===== config.mk =====
export PLATFORM = sky130hd
export DESIGN_NAME = btmc_controller
export DESIGN_NICKNAME = d
export VERILOG_FILES = /design/src/inc/btmc_pkg.sv /design/src/hdl/btmc_controller.sv
export SDC_FILE = /design/constraint.sdc
export NUM_CORES = 1
export LEC_CHECK = 0
export ABC_AREA = 1
export BUFFER_PORTS_ARGS = -buffer_cell sky130_fd_sc_hd__buf_4
export CELL_PAD_IN_SITES_DETAIL_PLACEMENT = 1
export CELL_PAD_IN_SITES_GLOBAL_PLACEMENT = 1
export CORE_MARGIN = 3
export CORE_UTILIZATION = 35
export DETAILED_ROUTE_END_ITERATION = 6
export GPL_ROUTABILITY_DRIVEN = 0
export HOLD_SLACK_MARGIN = 0.05
export PLACE_DENSITY = 0.76
export SYNTH_ARGS = -nofsm -noshare
export SYNTH_HDL_FRONTEND = slang
export SYNTH_SLANG_ARGS = --single-unit

===== constraint.sdc =====
create_clock -name CORE_CLK -period 3.9 [get_ports CORE_CLK]
set_input_delay 0.39 -clock CORE_CLK [delete_from_list [all_inputs] [get_ports CORE_CLK]]
set_output_delay 0.39 -clock CORE_CLK [all_outputs]
set_load 0.05 [all_outputs]

===== src/inc/btmc_pkg.sv =====
// Constants, field layouts and state codes of the bank timing controller.
// Assumes bit positions are given little-endian: index 0 is the word's LSB.
package btmc_pkg;

  // ****************************************************************
  // Register byte offsets
  // ****************************************************************
  localparam logic [3:0] BTMC_OFS_STATIC = 4'h0;
  localparam logic [3:0] BTMC_OFS_DYNAMIC = 4'h4;
  localparam logic [3:0] BTMC_OFS_IOCFG = 4'h8;
  localparam logic [3:0] BTMC_OFS_STATUS = 4'hC;

  // ****************************************************************
  // Static bank fields
  // ****************************************************************
  localparam int BTMC_S_LINE_FILL = 18;
  localparam int BTMC_S_BURST = 17;
  localparam int BTMC_S_WID_HI = 16;
  localparam int BTMC_S_WID_LO = 15;
  localparam int BTMC_S_RDY_EN = 14;
  localparam int BTMC_S_WAIT_HI = 13;
  localparam int BTMC_S_WAIT_LO = 8;
  localparam int BTMC_S_BWAIT_LO = 10;
  localparam int BTMC_S_BBEAT_HI = 9;
  localparam int BTMC_S_BBEAT_LO = 8;
  localparam int BTMC_S_CSD = 7;
  localparam int BTMC_S_OED = 6;
  localparam int BTMC_S_WR_ON = 5;
  localparam int BTMC_S_WR_OFF = 4;
  localparam int BTMC_S_HOLD_HI = 3;
  localparam int BTMC_S_HOLD_LO = 1;

  // ****************************************************************
  // Dynamic bank fields
  // ****************************************************************
  localparam int BTMC_D_EARLY_ROW = 17;
  localparam int BTMC_D_EXTMUX = 14;
  localparam int BTMC_D_RCD = 13;
  localparam int BTMC_D_RFM = 12;
  localparam int BTMC_D_PAGE = 11;
  localparam int BTMC_D_FA_HI = 10;
  localparam int BTMC_D_FA_LO = 9;
  localparam int BTMC_D_BA_HI = 8;
  localparam int BTMC_D_BA_LO = 7;

  // ****************************************************************
  // I/O configuration and status bits
  // ****************************************************************
  localparam int BTMC_IO_RDY_ASYNC = 0;
  localparam int BTMC_IO_TMO_DIS = 1;
  localparam int BTMC_IO_RW_BE = 2;
  localparam int BTMC_ST_TMO = 0;
  localparam int BTMC_ST_BUSY = 1;

  localparam logic [31:0] BTMC_STATIC_RST = 32'h0000_0002;
  localparam logic [31:0] BTMC_DYNAMIC_RST = 32'h0000_0000;
  localparam logic [31:0] BTMC_IOCFG_RST = 32'h0000_0000;

  // ****************************************************************
  // Encodings and timing
  // ****************************************************************
  localparam logic [1:0] BTMC_WID_BYTE = 2'h0;
  localparam logic [1:0] BTMC_WID_HALF = 2'h1;
  localparam logic [1:0] BTMC_WID_WORD = 2'h2;
  localparam logic [2:0] BTMC_HOLD_MIN = 3'h1;
  localparam logic [1:0] BTMC_SYNC_DLY = 2'h0;
  localparam logic [1:0] BTMC_ASYNC_DLY = 2'h2;
  localparam int BTMC_TIMEOUT_CYCLES = 128;

  typedef enum logic [6:0] {
    BTMC_ST_IDLE = 7'h01,
    BTMC_ST_SACC = 7'h02,
    BTMC_ST_SRDY = 7'h04,
    BTMC_ST_SSYN = 7'h08,
    BTMC_ST_HOLD = 7'h10,
    BTMC_ST_DROW = 7'h20,
    BTMC_ST_DCOL = 7'h40
  } btmc_state_t;

endpackage : btmc_pkg


===== src/hdl/btmc_controller.sv =====
// Bank timing controller: sequences SRAM/ROM/IO and DRAM page accesses.
// Assumes all inputs are synchronous to CORE_CLK and registers are set
// before the first request.
//
// Functional notes
// - read wait covers delays; outputs then hold
// - hold above minimum freezes outputs longer
// - zero wait ignores ready, single cycle
// - ready sampled from wait end onward
// - synchronous ready captures data next cycle
// - asynchronous ready transfers on third cycle
// - no ready by limit ends with error
// - narrow banks put address on enables 2,3
// - DRAM keeps enables 0,1 high throughout
// - config bit picks write-only or read-write enables
// - internal mux keeps top address pins unmultiplexed
// - external mux leaves lower pins unchanged
// - DRAM bursts fetch target word first
// - static config holds all listed fields
// - burst mode splits wait and beat wait
// - dynamic config holds all listed fields
// - page timing gives 2-1-1-1 or 3-2-2-2
// - ready enable stretches read until ready
// - row and column bits follow pin mapping
// - static word bank enables select lanes 0 to 3
//
// The Avalon-MM register port and the register addresses were chosen for this implementation.
module btmc_controller
  import btmc_pkg::*;
#(
  parameter int TIMEOUT_CYCLES = btmc_pkg::BTMC_TIMEOUT_CYCLES
) (
  input wire logic CORE_CLK,
  input wire logic SYS_RST,
  input wire logic [3:0] AVS_ADDRESS,
  input wire logic AVS_READ,
  input wire logic AVS_WRITE,
  input wire logic [3:0] AVS_BYTEENABLE,
  input wire logic [31:0] AVS_WRITEDATA,
  output logic [31:0] AVS_READDATA,
  output logic AVS_WAITREQUEST,
  input wire logic REQ_VALID,
  input wire logic REQ_WRITE,
  input wire logic REQ_DRAM,
  input wire logic [31:0] REQ_ADDR,
  input wire logic [1:0] REQ_SIZE,
  input wire logic [1:0] REQ_BEATS,
  input wire logic [31:0] REQ_WDATA,
  output logic REQ_READY,
  output logic RSP_VALID,
  output logic [31:0] RSP_RDATA,
  output logic RSP_DONE,
  output logic RSP_ERR,
  output logic [23:0] EXT_ADDR,
  output logic EXT_CS_N,
  output logic EXT_OE_N,
  output logic EXT_WE_N,
  output logic EXT_RAS_N,
  output logic EXT_CAS_N,
  output logic [3:0] EXT_BE_N,
  output logic [31:0] EXT_DQ_O,
  output logic EXT_DQ_OE,
  input wire logic [31:0] EXT_DQ_I,
  input wire logic EXT_READY
);
  import btmc_pkg::*;

  if (TIMEOUT_CYCLES < 2 || TIMEOUT_CYCLES > 256) begin : g_chk
    $error("TIMEOUT_CYCLES must lie in 2..256");
  end

  localparam logic [7:0] TMO_LAST = 8'(TIMEOUT_CYCLES - 1);

  // ****************************************************************
  // State
  // ****************************************************************
  typedef struct packed {
    btmc_state_t st;
    logic [31:0] scfg;
    logic [31:0] dcfg;
    logic [31:0] iocfg;
    logic tmo;
    logic avs_wait;
    logic [31:0] avs_rdata;
    logic [5:0] cnt;
    logic [5:0] lim;
    logic [7:0] cyc;
    logic [1:0] dly;
    logic [2:0] hcnt;
    logic [1:0] beat;
    logic [1:0] nbeat;
    logic [31:0] addr;
    logic wr;
    logic [1:0] size;
    logic dram;
    logic req_ready;
    logic rsp_valid;
    logic [31:0] rsp_rdata;
    logic rsp_done;
    logic rsp_err;
    logic [23:0] addr_o;
    logic cs_n;
    logic oe_n;
    logic we_n;
    logic ras_n;
    logic cas_n;
    logic [3:0] be_n;
    logic [31:0] dq_o;
    logic dq_oe;
  } btmc_regs_t;

  btmc_regs_t s_reg;
  btmc_regs_t s_next;
  logic cap;
  logic rdy_hit;
  logic tmo_fire;
  logic need_rdy;

  // ****************************************************************
  // Helpers
  // ****************************************************************
  // Returns {cs, oe, we}, active high, for cycle c of a first beat.
  function automatic logic [2:0] sram_strobes(input logic [5:0] c,
      input logic [31:0] cfg, input logic wr, input logic [5:0] w);
    logic [6:0] cs_at;
    logic [6:0] oe_at;
    logic [6:0] we_at;
    cs_at = {6'h00, cfg[BTMC_S_CSD]};
    oe_at = cs_at + {6'h00, cfg[BTMC_S_OED]};
    we_at = cs_at + {6'h00, cfg[BTMC_S_WR_ON]};
    sram_strobes[2] = {1'h0, c} >= cs_at;
    sram_strobes[1] = !wr && ({1'h0, c} >= oe_at);
    sram_strobes[0] = wr && ({1'h0, c} >= we_at) &&
        ({1'h0, c} + {6'h00, cfg[BTMC_S_WR_OFF]} <= {1'h0, w});
  endfunction : sram_strobes

  // Active-low enables; index 0 is enable line 0.
  function automatic logic [3:0] byte_en_n(input logic [1:0] wid,
      input logic [1:0] size, input logic [1:0] a);
    byte_en_n = {a[0], a[1], 2'h3};
    if (wid == BTMC_WID_BYTE) begin
      byte_en_n[1:0] = 2'h2;
    end else if (wid == BTMC_WID_HALF) begin
      byte_en_n[1:0] = (size == BTMC_WID_BYTE) ? {!a[0], a[0]} : 2'h0;
    end else if (size == BTMC_WID_WORD) begin
      byte_en_n = 4'h0;
    end else if (size == BTMC_WID_HALF) begin
      byte_en_n = a[1] ? 4'h3 : 4'hC;
    end else begin
      byte_en_n = ~(4'h1 << a);
    end
  endfunction : byte_en_n

  // Multiplexed DRAM address; bit i of the result drives pin A(29-i).
  function automatic logic [23:0] dram_addr(input logic [31:0] a,
      input logic row);
    int k;
    dram_addr = a[25:2];
    for (int i = 0; i < 19; i++) begin
      k = 29 - i;
      if (row) begin
        dram_addr[i] = (k <= 18) ? a[36 - k] : a[38 - k];
      end else if (k != 11) begin
        dram_addr[i] = (k <= 18) ? a[37 - k] : a[29 - k];
      end
    end
  endfunction : dram_addr

  function automatic logic [31:0] merge(input logic [31:0] old,
      input logic [31:0] d, input logic [3:0] be);
    for (int i = 0; i < 4; i++) begin
      merge[8 * i +: 8] = be[i] ? d[8 * i +: 8] : old[8 * i +: 8];
    end
  endfunction : merge

  // ****************************************************************
  // Next state
  // ****************************************************************
  always_comb begin
    logic [5:0] s_wait;
    logic [1:0] wid;
    logic [2:0] stb;
    logic [3:0] be;
    s_next = s_reg;
    s_wait = s_reg.scfg[BTMC_S_BURST] ?
        {2'h0, s_reg.scfg[BTMC_S_WAIT_HI:BTMC_S_WAIT_LO + 2]} :
        s_reg.scfg[BTMC_S_WAIT_HI:BTMC_S_WAIT_LO];
    wid = BTMC_WID_WORD;
    stb = 3'h0;
    be = 4'hF;
    s_next.rsp_valid = 1'h0;
    s_next.rsp_done = 1'h0;
    s_next.rsp_err = 1'h0;
    cap = 1'h0;
    tmo_fire = 1'h0;
    // Ready only paces the first beat, and never a zero-wait access.
    need_rdy = s_reg.scfg[BTMC_S_RDY_EN] && (s_wait != 6'h00) &&
        (s_reg.beat == 2'h0);
    rdy_hit = EXT_READY && ((s_reg.st == BTMC_ST_SRDY) ||
        (s_reg.st == BTMC_ST_SACC && s_reg.cnt == s_reg.lim && need_rdy));

    // Slave answers one cycle after the request; effects at that edge.
    s_next.avs_wait = 1'h1;
    if ((AVS_READ || AVS_WRITE) && s_reg.avs_wait) begin
      s_next.avs_wait = 1'h0;
      case (AVS_ADDRESS)
        BTMC_OFS_STATIC: s_next.avs_rdata = s_reg.scfg;
        BTMC_OFS_DYNAMIC: s_next.avs_rdata = s_reg.dcfg;
        BTMC_OFS_IOCFG: s_next.avs_rdata = s_reg.iocfg;
        BTMC_OFS_STATUS: s_next.avs_rdata = {30'h0,
            s_reg.st != BTMC_ST_IDLE, s_reg.tmo};
        default: s_next.avs_rdata = 32'h0000_0000;
      endcase
    end
    if (AVS_WRITE && !s_reg.avs_wait) begin
      case (AVS_ADDRESS)
        BTMC_OFS_STATIC: s_next.scfg =
            merge(s_reg.scfg, AVS_WRITEDATA, AVS_BYTEENABLE);
        BTMC_OFS_DYNAMIC: s_next.dcfg =
            merge(s_reg.dcfg, AVS_WRITEDATA, AVS_BYTEENABLE);
        BTMC_OFS_IOCFG: s_next.iocfg =
            merge(s_reg.iocfg, AVS_WRITEDATA, AVS_BYTEENABLE);
        BTMC_OFS_STATUS: begin
          if (AVS_BYTEENABLE[0] && AVS_WRITEDATA[BTMC_ST_TMO]) begin
            s_next.tmo = 1'h0;
          end
        end
        default: s_next.tmo = s_reg.tmo;
      endcase
    end

    case (s_reg.st)
      BTMC_ST_IDLE: begin
        if (REQ_VALID && s_reg.req_ready) begin
          s_next.req_ready = 1'h0;
          s_next.addr = REQ_ADDR;
          s_next.wr = REQ_WRITE;
          s_next.size = REQ_SIZE;
          s_next.dram = REQ_DRAM;
          s_next.beat = 2'h0;
          s_next.cnt = 6'h00;
          s_next.cyc = 8'h00;
          s_next.dq_o = REQ_WDATA;
          s_next.dq_oe = REQ_WRITE;
          s_next.nbeat = (REQ_DRAM || s_reg.scfg[BTMC_S_BURST]) ?
              REQ_BEATS : 2'h0;
          if (REQ_DRAM) begin
            s_next.st = BTMC_ST_DROW;
            s_next.lim = {4'h0, s_reg.dcfg[BTMC_D_FA_HI:BTMC_D_FA_LO]} +
                {5'h00, s_reg.dcfg[BTMC_D_RCD]};
          end else begin
            s_next.st = BTMC_ST_SACC;
            s_next.lim = s_wait;
          end
        end
      end
      BTMC_ST_SACC: begin
        s_next.cyc = s_reg.cyc + 8'h01;
        if (s_reg.cnt != s_reg.lim) begin
          s_next.cnt = s_reg.cnt + 6'h01;
        end else if (!need_rdy) begin
          cap = 1'h1;
        end else if (EXT_READY) begin
          s_next.st = BTMC_ST_SSYN;
          s_next.dly = s_reg.iocfg[BTMC_IO_RDY_ASYNC] ?
              BTMC_ASYNC_DLY : BTMC_SYNC_DLY;
        end else begin
          s_next.st = BTMC_ST_SRDY;
        end
      end
      BTMC_ST_SRDY: begin
        s_next.cyc = s_reg.cyc + 8'h01;
        if (EXT_READY) begin
          s_next.st = BTMC_ST_SSYN;
          s_next.dly = s_reg.iocfg[BTMC_IO_RDY_ASYNC] ?
              BTMC_ASYNC_DLY : BTMC_SYNC_DLY;
        end else if (s_reg.cyc >= TMO_LAST &&
            !s_reg.iocfg[BTMC_IO_TMO_DIS]) begin
          tmo_fire = 1'h1;
        end
      end
      BTMC_ST_SSYN: begin
        if (s_reg.dly == 2'h0) begin
          cap = 1'h1;
        end else begin
          s_next.dly = s_reg.dly - 2'h1;
        end
      end
      BTMC_ST_HOLD: begin
        if (s_reg.hcnt > BTMC_HOLD_MIN) begin
          s_next.hcnt = s_reg.hcnt - 3'h1;
        end else begin
          s_next.st = BTMC_ST_IDLE;
        end
      end
      BTMC_ST_DROW: begin
        if (s_reg.cnt != s_reg.lim) begin
          s_next.cnt = s_reg.cnt + 6'h01;
        end else begin
          s_next.st = BTMC_ST_DCOL;
          s_next.cnt = 6'h00;
          s_next.lim = 6'h00;
        end
      end
      BTMC_ST_DCOL: begin
        if (s_reg.cnt != s_reg.lim) begin
          s_next.cnt = s_reg.cnt + 6'h01;
        end else begin
          cap = 1'h1;
        end
      end
      default: s_next.st = BTMC_ST_IDLE;
    endcase

    if (cap) begin
      s_next.rsp_valid = 1'h1;
      if (!s_reg.wr) begin
        s_next.rsp_rdata = EXT_DQ_I;
      end
      if (s_reg.beat != s_reg.nbeat) begin
        // Wrapping order keeps the target word first in the burst.
        s_next.beat = s_reg.beat + 2'h1;
        s_next.addr[3:2] = s_reg.addr[3:2] + 2'h1;
        s_next.dq_o = REQ_WDATA;
        s_next.cnt = 6'h00;
        if (!s_reg.dram) begin
          s_next.st = BTMC_ST_SACC;
          s_next.lim = {4'h0,
              s_reg.scfg[BTMC_S_BBEAT_HI:BTMC_S_BBEAT_LO]};
        end else if (s_reg.dcfg[BTMC_D_PAGE]) begin
          s_next.st = BTMC_ST_DCOL;
          s_next.lim = {4'h0,
              s_reg.dcfg[BTMC_D_BA_HI:BTMC_D_BA_LO]};
        end else begin
          s_next.st = BTMC_ST_DROW;
          s_next.lim = {4'h0, s_reg.dcfg[BTMC_D_FA_HI:BTMC_D_FA_LO]} +
              {5'h00, s_reg.dcfg[BTMC_D_RCD]};
        end
      end else if (!s_reg.dram && s_reg.scfg[BTMC_S_HOLD_HI:
          BTMC_S_HOLD_LO] > BTMC_HOLD_MIN) begin
        s_next.st = BTMC_ST_HOLD;
        s_next.hcnt = s_reg.scfg[BTMC_S_HOLD_HI:BTMC_S_HOLD_LO];
      end else begin
        s_next.st = BTMC_ST_IDLE;
      end
    end
    if (tmo_fire) begin
      s_next.st = BTMC_ST_IDLE;
      s_next.rsp_err = 1'h1;
      s_next.tmo = 1'h1;
    end
    if (s_next.st == BTMC_ST_IDLE && s_reg.st != BTMC_ST_IDLE) begin
      s_next.rsp_done = 1'h1;
      s_next.req_ready = 1'h1;
    end

    // Pin values follow the state that is entered.
    // Width comes from the bank being entered, not the previous access.
    wid = s_next.dram ? s_reg.dcfg[BTMC_S_WID_HI:BTMC_S_WID_LO] :
        s_reg.scfg[BTMC_S_WID_HI:BTMC_S_WID_LO];
    be = byte_en_n(wid, s_next.size, s_next.addr[1:0]);
    case (s_next.st)
      BTMC_ST_IDLE: begin
        s_next.cs_n = 1'h1;
        s_next.oe_n = 1'h1;
        s_next.we_n = 1'h1;
        s_next.ras_n = 1'h1;
        s_next.cas_n = 1'h1;
        s_next.be_n = 4'hF;
        s_next.dq_oe = 1'h0;
      end
      BTMC_ST_SACC: begin
        if (s_next.beat == 2'h0) begin
          stb = sram_strobes(s_next.cnt, s_reg.scfg, s_next.wr,
              s_next.lim);
        end else begin
          stb = {1'h1, !s_next.wr, s_next.wr};
        end
        s_next.cs_n = !stb[2];
        s_next.oe_n = !stb[1];
        s_next.we_n = !stb[0];
        s_next.addr_o = s_next.addr[25:2];
        // Read-write enables follow chip select; write-only ones the write strobe.
        s_next.be_n = (s_reg.iocfg[BTMC_IO_RW_BE] ? stb[2] : stb[0]) ?
            be : 4'hF;
        if (wid != BTMC_WID_WORD) begin
          s_next.be_n[3:2] = be[3:2];
        end
      end
      BTMC_ST_DROW, BTMC_ST_DCOL: begin
        s_next.ras_n = 1'h0;
        s_next.cas_n = s_next.st != BTMC_ST_DCOL;
        s_next.oe_n = s_next.wr || s_next.cas_n;
        s_next.we_n = !s_next.wr || s_next.cas_n;
        s_next.be_n = {(wid != BTMC_WID_WORD) ? be[3:2] : 2'h3,
            2'h3};
        s_next.addr_o = s_reg.dcfg[BTMC_D_EXTMUX] ? s_next.addr[25:2] :
            dram_addr(s_next.addr, s_next.cas_n);
      end
      default: s_next.be_n = s_next.be_n;
    endcase
  end

  always_ff @(posedge CORE_CLK) begin
    if (SYS_RST) begin
      s_reg <= '0;
      s_reg.st <= BTMC_ST_IDLE;
      s_reg.scfg <= BTMC_STATIC_RST;
      s_reg.dcfg <= BTMC_DYNAMIC_RST;
      s_reg.iocfg <= BTMC_IOCFG_RST;
      s_reg.avs_wait <= 1'h1;
      s_reg.req_ready <= 1'h1;
      s_reg.cs_n <= 1'h1;
      s_reg.oe_n <= 1'h1;
      s_reg.we_n <= 1'h1;
      s_reg.ras_n <= 1'h1;
      s_reg.cas_n <= 1'h1;
      s_reg.be_n <= 4'hF;
    end else begin
      s_reg <= s_next;
    end
  end

  assign AVS_READDATA = s_reg.avs_rdata;
  assign AVS_WAITREQUEST = s_reg.avs_wait;
  assign REQ_READY = s_reg.req_ready;
  assign RSP_VALID = s_reg.rsp_valid;
  assign RSP_RDATA = s_reg.rsp_rdata;
  assign RSP_DONE = s_reg.rsp_done;
  assign RSP_ERR = s_reg.rsp_err;
  assign EXT_ADDR = s_reg.addr_o;
  assign EXT_CS_N = s_reg.cs_n;
  assign EXT_OE_N = s_reg.oe_n;
  assign EXT_WE_N = s_reg.we_n;
  assign EXT_RAS_N = s_reg.ras_n;
  assign EXT_CAS_N = s_reg.cas_n;
  assign EXT_BE_N = s_reg.be_n;
  assign EXT_DQ_O = s_reg.dq_o;
  assign EXT_DQ_OE = s_reg.dq_oe;
endmodule : btmc_controller


# ---- Word level (Yosys, flattened, before mapping)
# Index checks and enable logic that the tools add are counted.
dict set report op_classes {
  n_addsub 10
  mul 0
  div_mod_pow 0
  order_cmp 7
  eq_ne 26
  shift 1
  n_mux 107
  bitwise_logic 2
  n_reduce_logical 63
}
# operator count
set op_table {}
lappend op_table {{2-to-1 mux 33 bit} 4}
lappend op_table {{case mux 32 bit (4 select lines)} 1}
lappend op_table {{2-to-1 mux 32 bit} 3}
lappend op_table {{2-to-1 mux 41 bit} 2}
lappend op_table {{2-to-1 mux 7 bit} 11}
lappend op_table {{case mux 24 bit (2 select lines)} 1}
lappend op_table {{case mux 7 bit (6 select lines)} 1}
lappend op_table {{AND reduction 3 bit} 13}
lappend op_table {{2-to-1 mux 6 bit} 6}
lappend op_table {{2-to-1 mux 2 bit} 17}
lappend op_table {{2-to-1 mux 1 bit} 33}
lappend op_table {{2-to-1 mux 12 bit} 2}
lappend op_table {{2-to-1 mux 3 bit} 8}
lappend op_table {{2-to-1 mux 20 bit} 1}
lappend op_table {{2-to-1 mux 4 bit} 5}
lappend op_table {{2-to-1 mux 19 bit} 1}
lappend op_table {{case mux 6 bit (3 select lines)} 1}
lappend op_table {{case mux 8 bit (2 select lines)} 1}
lappend op_table {{equality test 7 x 1 -> 1 bit (second input constant)} 2}
lappend op_table {{equality test 7 x 2 -> 1 bit (second input constant)} 2}
lappend op_table {{equality test 7 x 6 -> 1 bit (second input constant)} 2}
lappend op_table {{equality test 7 bit (second input constant)} 2}
lappend op_table {{nonzero test 2 bit} 7}
lappend op_table {{>= comparator 6 x 2 -> 1 bit} 2}
lappend op_table {{44 further kinds} 88}
dict set report totals {
  reg_bits 304
  latch_bits 0
  ram_bits 0
  rom_bits 0
  input_bits 148
  output_inout_bits 135
  memories 0
}

# ---- Logic depth before layout (Yosys ltp)
dict set report logic_depth {
  ltp_word 17
  mapped_depth 31
}

# ---- Worst setup path before layout
# OpenSTA, ideal clock, no wires.
dict set report synth_timing {
  kind {register to register}
  startpoint {register s_reg[163] (netlist bit)}
  endpoint {register s_reg (netlist bit EXT_BE_N[3])}
  setup_time_ns 0.112
  t_arrival_ns 3.402
  setup_slack_ns 0.386
  stages_incl_launch_ff 30
  path_buffers 1
  synth_period_minus_slack_ns 3.514
  path_cell_list {dfxtp_1 inv_2 nand2_1 nand2_1 nor2_4 nand3_4 buf_2 ha_1 nor2_1 a221oi_1 nor2_1 ha_1 ha_1 xor2_1 inv_1 ha_1 a21oi_1 o21ai_0 nand3_1 a21boi_0 o22ai_1 nand2_1 nand2_1 nand4_2 nand3_2 nand2_1 nand2_1 nand2_1 nand2_1 nand2_1}
}
# element line
set synth_rtl {}
lappend synth_rtl {{start: declaration} btmc_controller.sv:112} ;# btmc_regs_t s_reg;
lappend synth_rtl {{start signal: assignment} btmc_controller.sv:420} ;# s_reg <= s_next;

==> report_table.html <==
<table>
<tr><th>Metric</th><th>Value</th></tr>
<tr><th colspan="2">Outcome</th></tr>
<tr><td>Status</td><td>completed</td></tr>
<tr><th colspan="2">STA</th></tr>
<tr><td>Maximum operating frequency</td><td>275 MHz</td></tr>
<tr><td>Slew headroom</td><td>14.4%</td></tr>
<tr><td>Slew of the pin with the lowest slew margin</td><td>1280 ps</td></tr>
<tr><td>Max Transition Viols Final</td><td>0</td></tr>
<tr><td>Hold Fails Final Rpt</td><td>0</td></tr>
<tr><td>Aggregate negative setup slack</td><td>0 ps</td></tr>
<tr><td>Post-route clock skew</td><td>17.8 ps</td></tr>
<tr><td>Ratio of final minimum period to clock period</td><td>93.4%</td></tr>
<tr><td>Time the final worst path needs with I/O delays and setup</td><td>3640 ps</td></tr>
<tr><td>Count of endpoints failing setup in the final report</td><td>0</td></tr>
<tr><th colspan="2">Critical path</th></tr>
<tr><td>Startpoint type of the worst setup path</td><td>flip-flop</td></tr>
<tr><td>Worst EP arrival</td><td>4080 ps</td></tr>
<tr><td>Peak per-stage delay on the critical path</td><td>390 ps</td></tr>
<tr><td>Startpoint-to-endpoint class of the critical path</td><td>flip-flop to flip-flop</td></tr>
<tr><td>Crit path capture type</td><td>flip-flop</td></tr>
<tr><td>Cell seen most often among critical-path stages</td><td>sky130_fd_sc_hd__nand2_1</td></tr>
<tr><td>Combined buffer and inverter count along the critical path</td><td>1</td></tr>
<tr><td>Data required time of the worst path</td><td>4340 ps</td></tr>
<tr><td>CP Max Fanout</td><td>6</td></tr>
<tr><td>Cell at the slowest stage of the critical path</td><td>sky130_fd_sc_hd__dfxtp_4</td></tr>
<tr><td>Cell family contributing the most delay on the critical path</td><td>simple AND/OR/NAND/NOR gates</td></tr>
<tr><th colspan="2">Layout</th></tr>
<tr><td>Total non-filler cell area in the finished layout</td><td>0.0175 mm^2</td></tr>
<tr><td>Share of final-layout standard cells stronger than drive strength 1</td><td>21.5%</td></tr>
<tr><td>Post-layout net count</td><td>2,329</td></tr>
<tr><td>Footprint of the multi-input gates</td><td>0.00642 mm^2</td></tr>
<tr><td>P&amp;R area growth vs syn</td><td>23.5%</td></tr>
<tr><td>Total area of sequential cells</td><td>0.00598 mm^2</td></tr>
<tr><td>Largest register FFs</td><td>163</td></tr>
<tr><td>Fill cells</td><td>5,073</td></tr>
<tr><th colspan="2">Synthesis</th></tr>
<tr><td>Async S/R FF share, synth</td><td>0%</td></tr>
<tr><td>Yosys synthesis warning count</td><td>0</td></tr>
<tr><td>Yosys top cell by area</td><td>sky130_fd_sc_hd__dfxtp_1</td></tr>
<tr><td>Leading register cell type out of synthesis</td><td>sky130_fd_sc_hd__dfxtp_1</td></tr>
<tr><td>Number of distinct library cells after synthesis</td><td>58</td></tr>
<tr><td>Leading post-synthesis cells by instance count</td><td>sky130_fd_sc_hd__nor2_1, sky130_fd_sc_hd__nand2_1, sky130_fd_sc_hd__dfxtp_1, sky130_fd_sc_hd__o21ai_0, sky130_fd_sc_hd__inv_1</td></tr>
<tr><td>Top cells by area in the synthesized netlist</td><td>sky130_fd_sc_hd__dfxtp_1, sky130_fd_sc_hd__nor2_1, sky130_fd_sc_hd__nand2_1</td></tr>
<tr><td>Post-synth EDFFs</td><td>0</td></tr>
<tr><td>Most common cell in the synthesized netlist</td><td>sky130_fd_sc_hd__nor2_1</td></tr>
<tr><td>Cell area after technology mapping</td><td>0.0142 mm^2</td></tr>
<tr><td>Synthesis-stage register bit count</td><td>298</td></tr>
<tr><td>Fraction of synthesized cell area taken by the top area cell type</td><td>42.0%</td></tr>
<tr><td>Post-Synthesis Net Count</td><td>2,163</td></tr>
<tr><td>Portion of the post-synthesis area used by sequential elements</td><td>42.0%</td></tr>
<tr><td>Post-Synthesis Mean Instance Area</td><td>7.13 um^2</td></tr>
<tr><td>Cells after synthesis</td><td>1,991</td></tr>
<tr><th colspan="2">Min path</th></tr>
<tr><td>Kind of path behind the tightest hold check</td><td>primary input to flip-flop</td></tr>
<tr><th colspan="2">Routing</th></tr>
<tr><td>Wire length per cell</td><td>17.4 um</td></tr>
<tr><td>Iteration-0 DRC Markers</td><td>530</td></tr>
<tr><td>Via count</td><td>13,538</td></tr>
<tr><td>Total Wirelength</td><td>47,200 um</td></tr>
<tr><td>Number of nets with antenna violations after detailed routing</td><td>0</td></tr>
<tr><td>Remaining DRCs</td><td>0</td></tr>
<tr><td>Number of search-and-repair iterations in the first detailed-routing pass</td><td>5</td></tr>
<tr><td>Ratio of routed vias to standard cells</td><td>4.99</td></tr>
<tr><th colspan="2">Floorplanning</th></tr>
<tr><td>Die boundary height</td><td>207 um</td></tr>
<tr><td>Initial Utilization</td><td>35.6%</td></tr>
<tr><td>Die width</td><td>207 um</td></tr>
<tr><td>Core Area</td><td>0.0399 mm^2</td></tr>
<tr><td>Std cell rows</td><td>73</td></tr>
<tr><td>Area of the die</td><td>0.0430 mm^2</td></tr>
<tr><td>Count of pins on the block boundary</td><td>283</td></tr>
<tr><th colspan="2">Global route</th></tr>
<tr><td>GRT Util Overall</td><td>21.1%</td></tr>
<tr><td>Wire length of the first global-routing pass</td><td>75,200 um</td></tr>
<tr><td>Number of global-route vias before repair</td><td>14,214</td></tr>
<tr><td>Maximum number of pins on one net before global-route repair</td><td>98</td></tr>
<tr><td>Sum of overflow across all layers after global routing</td><td>0</td></tr>
<tr><td>Number of antenna violations at the first check in global routing</td><td>1</td></tr>
<tr><th colspan="2">Placed design</th></tr>
<tr><td>Cell area after placement</td><td>0.0159 mm^2</td></tr>
<tr><td>Post-detailed-placement half-perimeter wirelength</td><td>32,600 um</td></tr>
<tr><td>Buffers on Ports</td><td>276</td></tr>
<tr><th colspan="2">Clock network</th></tr>
<tr><td>Max H-tree Level</td><td>2</td></tr>
<tr><td>Total clock buffers created by CTS</td><td>37</td></tr>
<tr><td>Clock root buffer</td><td>sky130_fd_sc_hd__clkbuf_16</td></tr>
<tr><td>Num Clock Sinks</td><td>298</td></tr>
<tr><td>Worst skew pair latency</td><td>550 ps</td></tr>
<tr><td>Clock tree from TritonCTS</td><td>yes</td></tr>
<tr><td>Maximum buffer depth of the clock tree</td><td>3</td></tr>
<tr><td>Clock transition at the registers of the reported paths</td><td>60 ps</td></tr>
<tr><th colspan="2">Pwr</th></tr>
<tr><td>VDD IR max</td><td>309 uV</td></tr>
<tr><td>Power per unit of standard cell area</td><td>653 mW/mm^2</td></tr>
<tr><td>Leakage Power</td><td>7.73 nW</td></tr>
<tr><th colspan="2">Job</th></tr>
<tr><td>Max Cap Viol</td><td>0</td></tr>
</table>
layout by cell type (no fill, tap or decap), types with 8 or more instances in the layout:
cell type,instances
sky130_fd_sc_hd__buf_4,313
sky130_fd_sc_hd__xor2_1,8
sky130_fd_sc_hd__dfxtp_1,289
sky130_fd_sc_hd__clkbuf_1,13
sky130_fd_sc_hd__o221ai_1,10
sky130_fd_sc_hd__inv_2,12
sky130_fd_sc_hd__clkbuf_16,39
sky130_fd_sc_hd__inv_1,159
sky130_fd_sc_hd__nand2_1,316
sky130_fd_sc_hd__o211ai_1,8
sky130_fd_sc_hd__dlygate4sd3_1,22
sky130_fd_sc_hd__a21oi_1,108
sky130_fd_sc_hd__o21ai_1,16
sky130_fd_sc_hd__o21ai_0,235
sky130_fd_sc_hd__nor3_1,9
sky130_fd_sc_hd__nor2_4,10
sky130_fd_sc_hd__nor2_1,390
sky130_fd_sc_hd__nand2_2,11
sky130_fd_sc_hd__nand3_1,51
sky130_fd_sc_hd__ha_1,20
sky130_fd_sc_hd__nor2_2,12
sky130_fd_sc_hd__nand4_1,13
sky130_fd_sc_hd__o22ai_1,13
routing by layer:
| layer | GRT usage (%) | routed length (um) |
|---|---|---|
| met5 | 0 | 0 |
| met4 | 6.48 | 1250 |
| met3 | 4.44 | 2120 |
| met2 | 37.0 | 23000 |
| met1 | 26.0 | 20800 |
what timing repair did:
action,in CTS,in global routing
endpoints found under the setup margin,0,5
setup buffers,0,9
hold endpoints to repair,22,0
hold buffers,22,0
gates resized for setup,0,49
kinds of logic (layout without fill, tap and decap cells):
group / count (synthesis) / in the layout / share of synthesized area [%]
fa+ha+maj: 24 / 24 / 2.11
xor+xnor: 12 / 12 / 0.740
buf+inv: 388 / 582 / 14.0
compound gates: 423 / 423 / 16.3
simple gates: 845 / 845 / 24.7
mux: 1 / 1 / 0.0793
flops: 298 / 298 / 42.0
other cells: 0 / 1 / 0
worst paths after layout:
kind / start / slack, ps / to / cells after the start
hold reg to reg: s_reg[284] / 460 / s_reg[284] / 2
hold / removal: EXT_DQ_I[27] / 80 / RSP_RDATA[27] / 3
setup / recovery: s_reg[161] / 260 / EXT_BE_N[3] / 27
setup reg to reg: s_reg[161] / 260 / EXT_BE_N[3] / 27
cell type report:
| type | count | area share, % |
|---|---|---|
| inverters | 178 | 3.87 |
| repair buffers | 337 | 14.8 |
| clock buffers | 59 | 6.39 |
| clock inverters | 8 | 0.421 |
| well taps | 525 | 3.75 |
| multi-input cells | 1305 | 36.6 |
| diodes | 1 | 0.0143 |
| flip-flops and latches | 298 | 34.1 |
stage by stage:
step           hold slack [ps]  util, %  total power [mW]  setup slack (ps)  std cells
6_report                  79.5     43.9              11.5               259       2711
5_1_grt                   72.8     43.9              12.2             -54.9       2711
4_1_cts                   50.1     43.3              11.5              21.0       2701
3_5_place_dp               451     39.8              8.04              59.4       2612
3_3_place_gp               438     39.8              7.92               177       2612
2_1_floorplan              429        -              7.15               386       1991
report_power, final:
group	leakage, nW	total (mW)	internal [mW]	switching, mW
logic	4.72	4.40	1.33	3.07
clock network	0.581	3.38	2.04	1.34
registers	2.42	3.68	3.46	0.222
total	7.73	11.5	6.82	4.64
worst min-delay path, stage by stage:
cell	delay (ps)
sky130_fd_sc_hd__buf_4	80
sky130_fd_sc_hd__nor2_1	30
sky130_fd_sc_hd__nor2_1	80
Power figures use the tool's default switching activity.
